==> src/rtl/sarseq_defines.svh <==
// Purpose: constants of the scan sequencer: register offsets, fields, reset values, timing
// Assumes: apb with 32-bit data, one aligned word per register, 10 MHz clock
// Notes: all offsets are byte addresses
//
// How it works
// - ten bit result built bit by bit from comparator answer on one of eight inputs
// - fixed single: one conversion, stored in that channel's pair, then completion
// - fixed continuous: results fill the eight pairs in turn, wrapping, until stopped
// - fixed continuous: completion after every four or every eight conversions
// - scan single: each enabled channel converted once into its own pair
// - scan modes: completion after all channels, or after first four and the rest
// - scan single with one channel acts as fixed single
// - scan continuous: restart at first channel, results wrap through eight pairs
// - dual mode alternates two inputs, into even pairs then odd pairs
// - dual mode: completion after each four or eight conversions
// - single step: completion per channel, then wait for next start event
// - timer start on timer zero overflow, ignored while busy
// - immediate start begins a conversion at once
// - pin edge start, rising or falling, ignored while busy
// - every start source works with every operating mode
// - result checked against limits; inside (equal counts) or outside selectable
// - boundary interrupt suppressed while its enable is clear
// - outside check done early on the top four bits
// - otherwise the check repeats after the top eight bits
// - boundary status flags the channel that caused a boundary event
// - converter clock divided from input clock by one to eight
// - ten bit conversion takes four microseconds at 10 MHz divided by four
// - runs in idle, stopped in power down
`ifndef SARSEQ_DEFINES_SVH
`define SARSEQ_DEFINES_SVH
`define SARSEQ_OFF_CTRL 12'h000
`define SARSEQ_OFF_CHSEL 12'h004
`define SARSEQ_OFF_LIMIT 12'h008
`define SARSEQ_OFF_STAT 12'h00C
`define SARSEQ_OFF_BND 12'h010
`define SARSEQ_OFF_RES0 12'h020
// ctrl fields
`define SARSEQ_CTRL_MODE_LSB 0
`define SARSEQ_CTRL_START_LSB 4
`define SARSEQ_CTRL_EDGE_BIT 6
`define SARSEQ_CTRL_RUN_BIT 7
`define SARSEQ_CTRL_DIV_LSB 8
`define SARSEQ_CTRL_GRP8_BIT 11
`define SARSEQ_CTRL_IEN_BIT 12
`define SARSEQ_CTRL_BIEN_BIT 13
`define SARSEQ_CTRL_BOUT_BIT 14
`define SARSEQ_CTRL_BIT_ENB 15
`define SARSEQ_CTRL_RST 32'h0000_0000
`define SARSEQ_LIMIT_RST 32'h03FF_0000
// status: bit 0 done, bit 1 boundary, bit 2 busy; write one to clear bits 0 and 1, busy is read only
`define SARSEQ_STAT_DONE 0
`define SARSEQ_STAT_BND 1
`define SARSEQ_STAT_BUSY 2
// conversion timing: 10 bit clocks, sampling during the first of them
`define SARSEQ_CONV_US 4
`define SARSEQ_BITS 10
`endif

==> src/rtl/sarseq_pkg.sv <==
// Purpose: types of the scan sequencer
// Assumes: included defines
// Notes: none
package sarseq_pkg;
    typedef enum logic [2:0]
    {
        SARSEQ_FIX_ONE = 3'h0,
        SARSEQ_FIX_CONT = 3'h1,
        SARSEQ_SCAN_ONE = 3'h2,
        SARSEQ_SCAN_CONT = 3'h3,
        SARSEQ_DUAL = 3'h4,
        SARSEQ_STEP = 3'h5
    } sarseq_mode_t;
    typedef enum logic [1:0]
    {
        SARSEQ_SRC_TIMER = 2'h0,
        SARSEQ_SRC_NOW = 2'h1,
        SARSEQ_SRC_EDGE = 2'h2
    } sarseq_src_t;
    // analog side bundle
    typedef struct packed
    {
        logic [2:0] chan;
        logic [9:0] dac;
        logic sample;
    } sarseq_ana_t;
    typedef enum logic [2:0]
    {
        SARSEQ_IDLE = 3'b001,
        SARSEQ_CONV = 3'b010,
        SARSEQ_WAIT = 3'b100
    } sarseq_state_t;
endpackage : sarseq_pkg

==> src/rtl/sarseq_top.sv <==
// Purpose: successive approximation scan sequencer with apb registers
// Assumes: comparator answer valid in the same clock the dac changes
// Notes: one bit resolved per converter clock tick
//
// Decided for this implementation: the address map and the APB slave port.
`include "sarseq_defines.svh"
`timescale 1ns/100ps
`default_nettype none
module sarseq_top
(
    input wire logic clk,
    input wire logic srst,
    input wire logic psel,
    input wire logic penable,
    input wire logic pwrite,
    input wire logic [11:0] paddr,
    input wire logic [31:0] pwdata,
    output logic [31:0] prdata,
    output logic pready,
    output logic pslverr,
    input wire logic timer0_ovf,
    input wire logic edge_start_pin,
    input wire logic cmp_above,
    input wire logic power_down,
    output sarseq_pkg::sarseq_ana_t ana,
    output logic done_irq,
    output logic bnd_irq
);
    import sarseq_pkg::*;

    logic [31:0] ctrl_ff;
    logic [7:0] chsel_ff;
    logic [31:0] limit_ff;
    logic done_ff, bndf_ff;
    logic [7:0] bnd_ff;
    logic [9:0] res_ff [0:7];
    sarseq_state_t state_ff;
    logic [9:0] sar_ff;
    logic [3:0] bit_ff;
    logic [2:0] chan_ff, slot_ff, div_ff;
    logic [3:0] cnt_ff, nconv_ff;
    logic pin_ff, dual_ff, early_ff, stopped_ff;

    sarseq_mode_t mode;
    sarseq_src_t src;
    logic run, tick, wr, rd, go, finish, wr_done_clr;
    logic [9:0] lo_lim, hi_lim, trial, result;
    logic [2:0] nxt_chan;
    logic first_chan_found, last_scan, one_shot;

    assign mode = sarseq_mode_t'(ctrl_ff[`SARSEQ_CTRL_MODE_LSB +: 3]);
    assign src = sarseq_src_t'(ctrl_ff[`SARSEQ_CTRL_START_LSB +: 2]);
    assign run = ctrl_ff[`SARSEQ_CTRL_RUN_BIT] & ctrl_ff[`SARSEQ_CTRL_BIT_ENB];
    assign lo_lim = limit_ff[9:0];
    assign hi_lim = limit_ff[25:16];
    assign wr = psel & penable & pwrite;
    assign rd = psel & penable & ~pwrite;
    assign pready = 1'b1;

    // next enabled channel above a given one, wrapping; used by scan and start
    function automatic logic [2:0] next_sel(input logic [7:0] sel, input logic [2:0] cur);
        logic [2:0] c;
        logic [2:0] r;
        r = cur;
        for (int i = 7; i >= 1; i--)
        begin
            c = cur + i[2:0];
            if (sel[c])
                r = c;
        end
        return r;
    endfunction : next_sel

    // outside test on any width of msbs; equality counts as inside
    function automatic logic outside(input logic [9:0] v, input logic [9:0] mask);
        return ((v & mask) < (lo_lim & mask)) | ((v & mask) > (hi_lim & mask));
    endfunction : outside

    // converter clock divider, 1..8; halts in power down so nothing advances
    always_ff @(posedge clk)
    begin
        if (srst || state_ff == SARSEQ_IDLE)
            div_ff <= 3'h0;
        else if (!power_down)
            div_ff <= (div_ff == ctrl_ff[`SARSEQ_CTRL_DIV_LSB +: 3]) ? 3'h0 : div_ff + 3'h1;
    end
    assign tick = !power_down && div_ff == ctrl_ff[`SARSEQ_CTRL_DIV_LSB +: 3];

    // start events; busy state blocks them because go is only looked at in idle/wait
    always_ff @(posedge clk)
    begin
        if (srst)
            pin_ff <= 1'b0;
        else
            pin_ff <= edge_start_pin;
    end
    always_comb
    begin
        case (src)
            SARSEQ_SRC_TIMER: go = timer0_ovf;
            SARSEQ_SRC_NOW: go = 1'b1;
            SARSEQ_SRC_EDGE: go = ctrl_ff[`SARSEQ_CTRL_EDGE_BIT] ? (edge_start_pin & ~pin_ff)
                : (~edge_start_pin & pin_ff);
            default: go = 1'b0;
        endcase
    end

    assign first_chan_found = |chsel_ff;
    assign nxt_chan = next_sel(chsel_ff, chan_ff);
    // last channel of a scan pass: wrapping back means pass complete
    assign last_scan = nxt_chan <= chan_ff;
    assign one_shot = mode == SARSEQ_FIX_ONE || mode == SARSEQ_SCAN_ONE;
    assign trial = sar_ff | (10'h200 >> bit_ff);
    assign result = cmp_above ? trial : sar_ff;
    assign finish = state_ff == SARSEQ_CONV && tick && bit_ff == 4'(`SARSEQ_BITS - 1);

    // sequencer: idle, converting, waiting for next start in step mode
    always_ff @(posedge clk)
    begin
        if (srst || !run)
        begin
            state_ff <= SARSEQ_IDLE;
            bit_ff <= 4'h0;
            sar_ff <= 10'h000;
            slot_ff <= 3'h0;
            cnt_ff <= 4'h0;
            dual_ff <= 1'b0;
            chan_ff <= 3'h0;
            nconv_ff <= 4'h0;
            stopped_ff <= 1'b0;
        end
        else
        begin
            case (state_ff)
                SARSEQ_IDLE:
                begin
                    if (go && !stopped_ff && first_chan_found)
                    begin
                        state_ff <= SARSEQ_CONV;
                        chan_ff <= chsel_ff[0] ? 3'h0 : next_sel(chsel_ff, 3'h0);
                        dual_ff <= 1'b0;
                        slot_ff <= 3'h0;
                        cnt_ff <= 4'h0;
                        nconv_ff <= 4'h0;
                    end
                end
                SARSEQ_WAIT:
                begin
                    if (go)
                        state_ff <= SARSEQ_CONV;
                end
                SARSEQ_CONV:
                begin
                    if (tick)
                    begin
                        sar_ff <= result;
                        bit_ff <= bit_ff + 4'h1;
                    end
                    if (finish)
                    begin
                        bit_ff <= 4'h0;
                        sar_ff <= 10'h000;
                        slot_ff <= slot_ff + 3'h1;
                        cnt_ff <= (cnt_ff == (ctrl_ff[`SARSEQ_CTRL_GRP8_BIT] ? 4'h7 : 4'h3))
                            ? 4'h0 : cnt_ff + 4'h1;
                        nconv_ff <= nconv_ff + 4'h1;
                        case (mode)
                            SARSEQ_FIX_ONE:
                            begin
                                state_ff <= SARSEQ_IDLE;
                                stopped_ff <= 1'b1;
                            end
                            SARSEQ_FIX_CONT: ;
                            SARSEQ_DUAL:
                            begin
                                dual_ff <= ~dual_ff;
                                chan_ff <= dual_ff ? (chsel_ff[0] ? 3'h0 : next_sel(chsel_ff, 3'h0))
                                    : nxt_chan;
                            end
                            SARSEQ_STEP:
                            begin
                                chan_ff <= nxt_chan;
                                state_ff <= SARSEQ_WAIT;
                            end
                            default:
                            begin
                                chan_ff <= nxt_chan;
                                if (mode == SARSEQ_SCAN_ONE && last_scan)
                                begin
                                    state_ff <= SARSEQ_IDLE;
                                    stopped_ff <= 1'b1;
                                end
                                if (last_scan)
                                    nconv_ff <= 4'h0;
                            end
                        endcase
                    end
                end
                default: state_ff <= SARSEQ_IDLE;
            endcase
        end
    end

    // completion: scan modes report all-done or four-then-rest; continuous per group
    logic done_evt;
    always_comb
    begin
        case (mode)
            SARSEQ_FIX_ONE: done_evt = finish;
            SARSEQ_STEP: done_evt = finish;
            SARSEQ_FIX_CONT, SARSEQ_DUAL: done_evt = finish
                && cnt_ff == (ctrl_ff[`SARSEQ_CTRL_GRP8_BIT] ? 4'h7 : 4'h3);
            default: done_evt = finish && (last_scan
                || (!ctrl_ff[`SARSEQ_CTRL_GRP8_BIT] && nconv_ff == 4'h3));
        endcase
    end

    // result store: continuous modes fill pairs in turn, scan/fixed single use channel pair
    always_ff @(posedge clk)
    begin
        if (srst)
        begin
            for (int i = 0; i < 8; i++)
                res_ff[i] <= 10'h000;
        end
        else if (finish)
        begin
            if (mode == SARSEQ_FIX_CONT || mode == SARSEQ_DUAL || mode == SARSEQ_SCAN_CONT)
                res_ff[slot_ff] <= result;
            else
                res_ff[chan_ff] <= result;
        end
    end

    // boundary: early four-msb outside check, then eight-msb, then full for inside
    logic bnd_evt;
    logic [3:0] nb;
    assign nb = bit_ff + 4'h1;
    always_comb
    begin
        bnd_evt = 1'b0;
        if (state_ff == SARSEQ_CONV && tick && ctrl_ff[`SARSEQ_CTRL_BIEN_BIT])
        begin
            if (ctrl_ff[`SARSEQ_CTRL_BOUT_BIT])
            begin
                if (nb == 4'h4 && outside(result, 10'h3C0))
                    bnd_evt = 1'b1;
                else if (nb == 4'h8 && !early_ff && outside(result, 10'h3FC))
                    bnd_evt = 1'b1;
            end
            else if (finish && !outside(result, 10'h3FF))
                bnd_evt = 1'b1;
        end
    end
    always_ff @(posedge clk)
    begin
        if (srst || finish || state_ff != SARSEQ_CONV)
            early_ff <= 1'b0;
        else if (bnd_evt)
            early_ff <= 1'b1;
    end

    // registers; status flags are write-one-to-clear, a new event wins
    assign wr_done_clr = wr && paddr == `SARSEQ_OFF_STAT;
    always_ff @(posedge clk)
    begin
        if (srst)
        begin
            ctrl_ff <= `SARSEQ_CTRL_RST;
            chsel_ff <= 8'h00;
            limit_ff <= `SARSEQ_LIMIT_RST;
            done_ff <= 1'b0;
            bndf_ff <= 1'b0;
            bnd_ff <= 8'h00;
        end
        else
        begin
            if (wr && paddr == `SARSEQ_OFF_CTRL)
                ctrl_ff <= {16'h0000, pwdata[15:0]};
            if (wr && paddr == `SARSEQ_OFF_CHSEL)
                chsel_ff <= pwdata[7:0];
            if (wr && paddr == `SARSEQ_OFF_LIMIT)
                limit_ff <= {6'h00, pwdata[25:16], 6'h00, pwdata[9:0]};
            done_ff <= (done_evt & run) | (done_ff & ~(wr_done_clr & pwdata[`SARSEQ_STAT_DONE]));
            bndf_ff <= bnd_evt | (bndf_ff & ~(wr_done_clr & pwdata[`SARSEQ_STAT_BND]));
            for (int i = 0; i < 8; i++)
                bnd_ff[i] <= (bnd_evt && chan_ff == 3'(i))
                    | (bnd_ff[i] & ~(wr && paddr == `SARSEQ_OFF_BND && pwdata[i]));
        end
    end
    // restart of single modes needs run dropped and raised again
    assign done_irq = done_ff & ctrl_ff[`SARSEQ_CTRL_IEN_BIT];
    assign bnd_irq = bndf_ff;

    // read mux, unmapped addresses answer with an error
    always_comb
    begin
        prdata = 32'h0000_0000;
        pslverr = 1'b0;
        case (paddr)
            `SARSEQ_OFF_CTRL: prdata = ctrl_ff;
            `SARSEQ_OFF_CHSEL: prdata = {24'h000000, chsel_ff};
            `SARSEQ_OFF_LIMIT: prdata = limit_ff;
            `SARSEQ_OFF_STAT: prdata = {29'h0, state_ff != SARSEQ_IDLE, bndf_ff, done_ff};
            `SARSEQ_OFF_BND: prdata = {24'h000000, bnd_ff};
            default:
            begin
                if (paddr >= `SARSEQ_OFF_RES0 && paddr < `SARSEQ_OFF_RES0 + 12'h020
                    && paddr[1:0] == 2'b00)
                    prdata = {22'h0, res_ff[paddr[4:2]]};
                else
                    pslverr = psel & penable;
            end
        endcase
        if (!rd)
            prdata = 32'h0000_0000;
    end

    // analog drive
    assign ana.chan = chan_ff;
    assign ana.dac = (state_ff == SARSEQ_CONV) ? trial : 10'h000;
    assign ana.sample = state_ff == SARSEQ_CONV && bit_ff == 4'h0;

    chk_single_stops: assert property (@(posedge clk) disable iff (srst)
        (finish && mode == SARSEQ_FIX_ONE && run) |=> state_ff == SARSEQ_IDLE)
        else $error("single mode did not stop");
    chk_bnd_gate: assert property (@(posedge clk) disable iff (srst)
        !ctrl_ff[`SARSEQ_CTRL_BIEN_BIT] |-> !bnd_evt)
        else $error("boundary event while disabled");
    chk_done_sticky: assert property (@(posedge clk) disable iff (srst)
        (done_ff && !wr_done_clr && run) |=> done_ff)
        else $error("completion flag dropped");
    chk_step_wait: assert property (@(posedge clk) disable iff (srst)
        (finish && mode == SARSEQ_STEP && run) |=> state_ff == SARSEQ_WAIT)
        else $error("step mode did not wait");
    chk_stop_idle: assert property (@(posedge clk) disable iff (srst)
        !run |=> state_ff == SARSEQ_IDLE)
        else $error("stop did not idle");
    chk_pd_hold: assert property (@(posedge clk) disable iff (srst)
        (power_down && state_ff == SARSEQ_CONV) |=> $stable(sar_ff))
        else $error("converter ran in power down");
    chk_edge_start: assert property (@(posedge clk) disable iff (srst)
        (state_ff == SARSEQ_IDLE && run && src == SARSEQ_SRC_EDGE && !go) |=> state_ff != SARSEQ_CONV)
        else $error("start without edge");
    chk_busy_ignore: assert property (@(posedge clk) disable iff (srst)
        (state_ff == SARSEQ_CONV && !finish && run) |=> state_ff == SARSEQ_CONV)
        else $error("conversion broken by trigger");
endmodule : sarseq_top
`default_nettype wire

==> config.mk <==
export PLATFORM = sky130hd
export DESIGN_NAME = sarseq_top
export DESIGN_NICKNAME = d
export VERILOG_FILES = /design/src/rtl/sarseq_pkg.sv /design/src/rtl/sarseq_top.sv
export VERILOG_INCLUDE_DIRS = /design/src /design/src/rtl
export SDC_FILE = /design/constraint.sdc
export NUM_CORES = 1
export LEC_CHECK = 0
export BUFFER_PORTS_ARGS = -buffer_cell sky130_fd_sc_hd__buf_2
export CAP_MARGIN = 0
export CORE_MARGIN = 2
export CORE_UTILIZATION = 45
export CTS_CLUSTER_DIAMETER = 40
export CTS_CLUSTER_SIZE = 16
export DETAILED_ROUTE_END_ITERATION = 10
export SLEW_MARGIN = 10
export SYNTH_ARGS = -nofsm -noshare
export SYNTH_HDL_FRONTEND = slang
export SYNTH_SLANG_ARGS = --single-unit
==> constraint.sdc <==
create_clock -name clk -period 5.6 [get_ports clk]
set_input_delay 0.56 -clock clk [delete_from_list [all_inputs] [get_ports clk]]
set_output_delay 0.56 -clock clk [all_outputs]
set_load 0.005 [all_outputs]
==> results.yml <==
critical_path:
  end_kind: "register"
  cp.required_ns: 5.93
  crit_chain: "inv_1 > ha_1 > mux4_2 > mux2i_1 > nor2_1 > o21a_1 > o21a_1 > o41a_1 > ha_1 > nor2b_1 > o21a_1 > o21ai_0 > nor2_1 > nor3_1 > o211a_1 > mux2i_1 > nor2_1"
  crit_buf_inv: 1
  timing.rr.end: "state_ff[1]"
  arrival_ns: 5.09
  cpMaxStageDelayCell: "ha_1"
  critPathTopFamily: "compound AO/OA/AOI/OAI gates"
  reg2regPathDepth: 17
  r2r_start: "chan_ff[1]"
  startpoint: "chan_ff[1]"
  critPathKind: "register to register"
  path_max_fanout: 11
  rrSetupSlack_ns: 0.83
  path_depth: 17
  cp_slowest_stage_delay_ns: 0.61
  startpoint_type: "register"
  critPathCapture: "state_ff[1]"
sta:
  setup_violations: 0
  drv_slew: 0
  whs_ns: 0.340
  fin_tns_setup_ns: 0
  fin_crit_ns: 4.77
  rsz0062_at_grt: "false"
  max_freq_ghz: 0.210
  hold_viol_final: 0
  maxSlewHeadroom_pct: 32.1
  clock_skew_ns: 0.0107
  worst_pin_slew_ns: 1.02
  final.period_utilization_pct: 85.1
synthesis:
  synth.yosys.warnings: 0
  synth.largest_area_cell: "edfxtp_1"
  synth_area_leaders: "edfxtp_1 24%, dfxtp_1 18%, nor2_1 6.2%, mux4_2 6.1%, ha_1 5.5%"
  ys_seq_elements: 172
  syn_area_per_cell_um2: 8.98
  postSynthCellCount: 1110
  ys_dominant_reg_cell: "dfxtp_1"
  yosysSeqAreaShare_pct: 42.6
  async_flop_share_pct: 0
  synth.distinct_cells: 70
  netlist_area_um2: 9960
  synth_top_area_share_pct: 24.1
  synth_edf_count: 80
floorplanning:
  start_util_pct: 45.8
  die_h_um: 153
  core_region_area_um2: 21800
  die_x_um: 153
  die_area_um2: 23300
  core.rowCount: 54
  io_pins: 103
global_route:
  overflow: 0
  grt_pass1_vias: 7903
  track_usage_pct: 24.4
  grt_max_degree: 44
  grt_pass1_wl_um: 44400
  antenna_found_initial: 0
clock_tree:
  cts_buffers: 17
  cts_resized: 0
  htreeDepth: 4
  postCtsHoldBufs: 0
  cts_root_buf: "clkbuf_16"
  cts_tree: "done"
  insertion_delay_ns: 0.44
  clock_path_buffers: 2
  path_clk_slew_ns: 0.07
  cts_setup_buffers: 0
  cts.sinks: 172
placement:
  placed_cells: 1427
  dpl_cell_area_um2: 10600
  place_hpwl_um: 20400
  gp_congestion: 0.856
  portBuffers: 89
drt:
  wire_per_inst_um: 19.6
  ant_nets: 0
  drc: 0
  drt-pass1-iter-count: 5
  drtIter0Drc: 626
  vias: 8426
  vias_per_cell: 5.78
  wirelength_um: 28600
layout:
  stdcell_area_um2: 11200
  fin_nets: 1263
  mostFrequentLayoutCells: "164 x nor2_1, 129 x nand2_1, 104 x a21oi_1, 92 x dfxtp_1, 89 x buf_2"
  syn_to_final_growth_pct: 12.3
  antenna_cells: 0
  fin_cells: 1459
  nFillCells: 2049
  layout.cells.most_common: "nor2_1"
  layout-drive-gt1-share_pct: 15.9
job:
  cap_violations: 0
min_path:
  hold_path.class: "input port to register"
power_and_ir_drop:
  pwr-share-clk_pct: 44.3
  vdd_drop_max_uv: 201
  swShare_pct: 24.0
  p_switching_uw: 634
  pwr_density_cell_nw_per_um2: 237
  p_seq_share_pct: 50.9
  power_frac_comb_pct: 4.8
  total_power_mw: 2.65
  internal_power_mw: 2.01
  p_leak_nw: 4.28
status:
  outcome: "completed"
-- how the worst min path moves through the flow --
stage                     depth (start not counted)        start      endpoint  slack (ns)
after floorplan                                   2   ctrl_ff[3]    ctrl_ff[3]        0.43
after global placement                            2  ctrl_ff[12]   ctrl_ff[12]        0.45
after detailed placement                          2  ctrl_ff[12]   ctrl_ff[12]        0.45
after CTS                                         3   pwdata[16]  limit_ff[16]        0.32
after global routing                              3   pwdata[17]  limit_ff[17]        0.34
final                                             3   pwdata[16]  limit_ff[16]        0.34
-- power by group through the flow --
stage | Sequential (mW) | Clock (mW) | Combinational (mW)
after floorplan | 1.37 | 0 | 0.0817
after global placement | 1.38 | 0 | 0.126
after detailed placement | 1.38 | 0 | 0.127
after CTS | 1.35 | 1.19 | 0.127
after global routing | 1.35 | 1.24 | 0.136
final | 1.35 | 1.17 | 0.126
-- state kept, by name, indices dropped and copies added (netlist names), 3 cells and up --
signal    cells
res_ff       80
div_ff        3
chan_ff       3
chsel_ff      8
ctrl_ff      16
bnd_ff        8
sar_ff       10
limit_ff     20
bit_ff        4
slot_ff       3
cnt_ff        4
state_ff      3
nconv_ff      4
-- worst register-to-register path, cell delays in order, from the launching register on --
cell	delay [ns]
dfxtp_1	0.33
inv_1	0.17
ha_1	0.62
mux4_2	0.61
mux2i_1	0.25
nor2_1	0.07
o21a_1	0.19
o21a_1	0.16
o41a_1	0.44
ha_1	0.30
nor2b_1	0.13
o21a_1	0.15
o21ai_0	0.36
nor2_1	0.10
nor3_1	0.26
o211a_1	0.28
mux2i_1	0.20
nor2_1	0.05
-- layer usage --
metal	up-vias	routed length [µm]	global-route usage, %
met3	43	1570	4.32
met1	4054	12900	33.0
met4	0	687	8.42
li1	4060	-	-
met2	269	13400	39.5
met5	-	0	0
-- cells in the mapped netlist (11+ instances only) --
cell type	n
nor2_1	164
dfxtp_1	92
mux4_2	27
clkbuf_1	59
and2_1	12
a21oi_1	104
and3_1	21
ha_1	44
a21o_1	12
nand2_1	129
nor4_1	11
edfxtp_1	80
a31oi_1	17
nor3_1	24
inv_1	50
nand3_1	31
o21ai_0	45
mux2i_1	28
-- metrics by stage --
stage | setup slack [ns] | utilization, %
6_report | 0.834 | 51.4
5_1_grt | 0.526 | 51.4
4_1_cts | 0.864 | 51.4
3_5_place_dp | 0.900 | 48.7
3_3_place_gp | 0.988 | 48.7
2_1_floorplan | 0.925 | -
-- cell families (layout without fill, tap and decap cells) --
group | count (synthesis) | count (layout) | share of synthesized area, %
buffers and inverters | 135 | 199 | 5.66
other | 2 | 7 | 0.0754
DFF | 172 | 172 | 42.6
muxes | 59 | 59 | 9.67
adders and majority gates | 44 | 44 | 5.52
and+or+nand+nor | 446 | 446 | 20.8
xor gates and xnor gates | 12 | 12 | 1.05
AOI/OAI and AO/OA | 240 | 240 | 14.6
-- area by class of cell --
| type | instances | area (µm²) | share of cell area (%) |
|---|---|---|---|
| repair buffers | 115 | 641 | 5.73 |
| clock inverters | 13 | 118 | 1.05 |
| multi-input cells | 808 | 5170 | 46.3 |
| flip-flops and latches | 172 | 4240 | 37.9 |
| clock buffers | 19 | 464 | 4.15 |
| inverters | 52 | 195 | 1.74 |
| well taps | 280 | 350 | 3.13 |
Note: power is estimated with default switching activity, not from simulation.
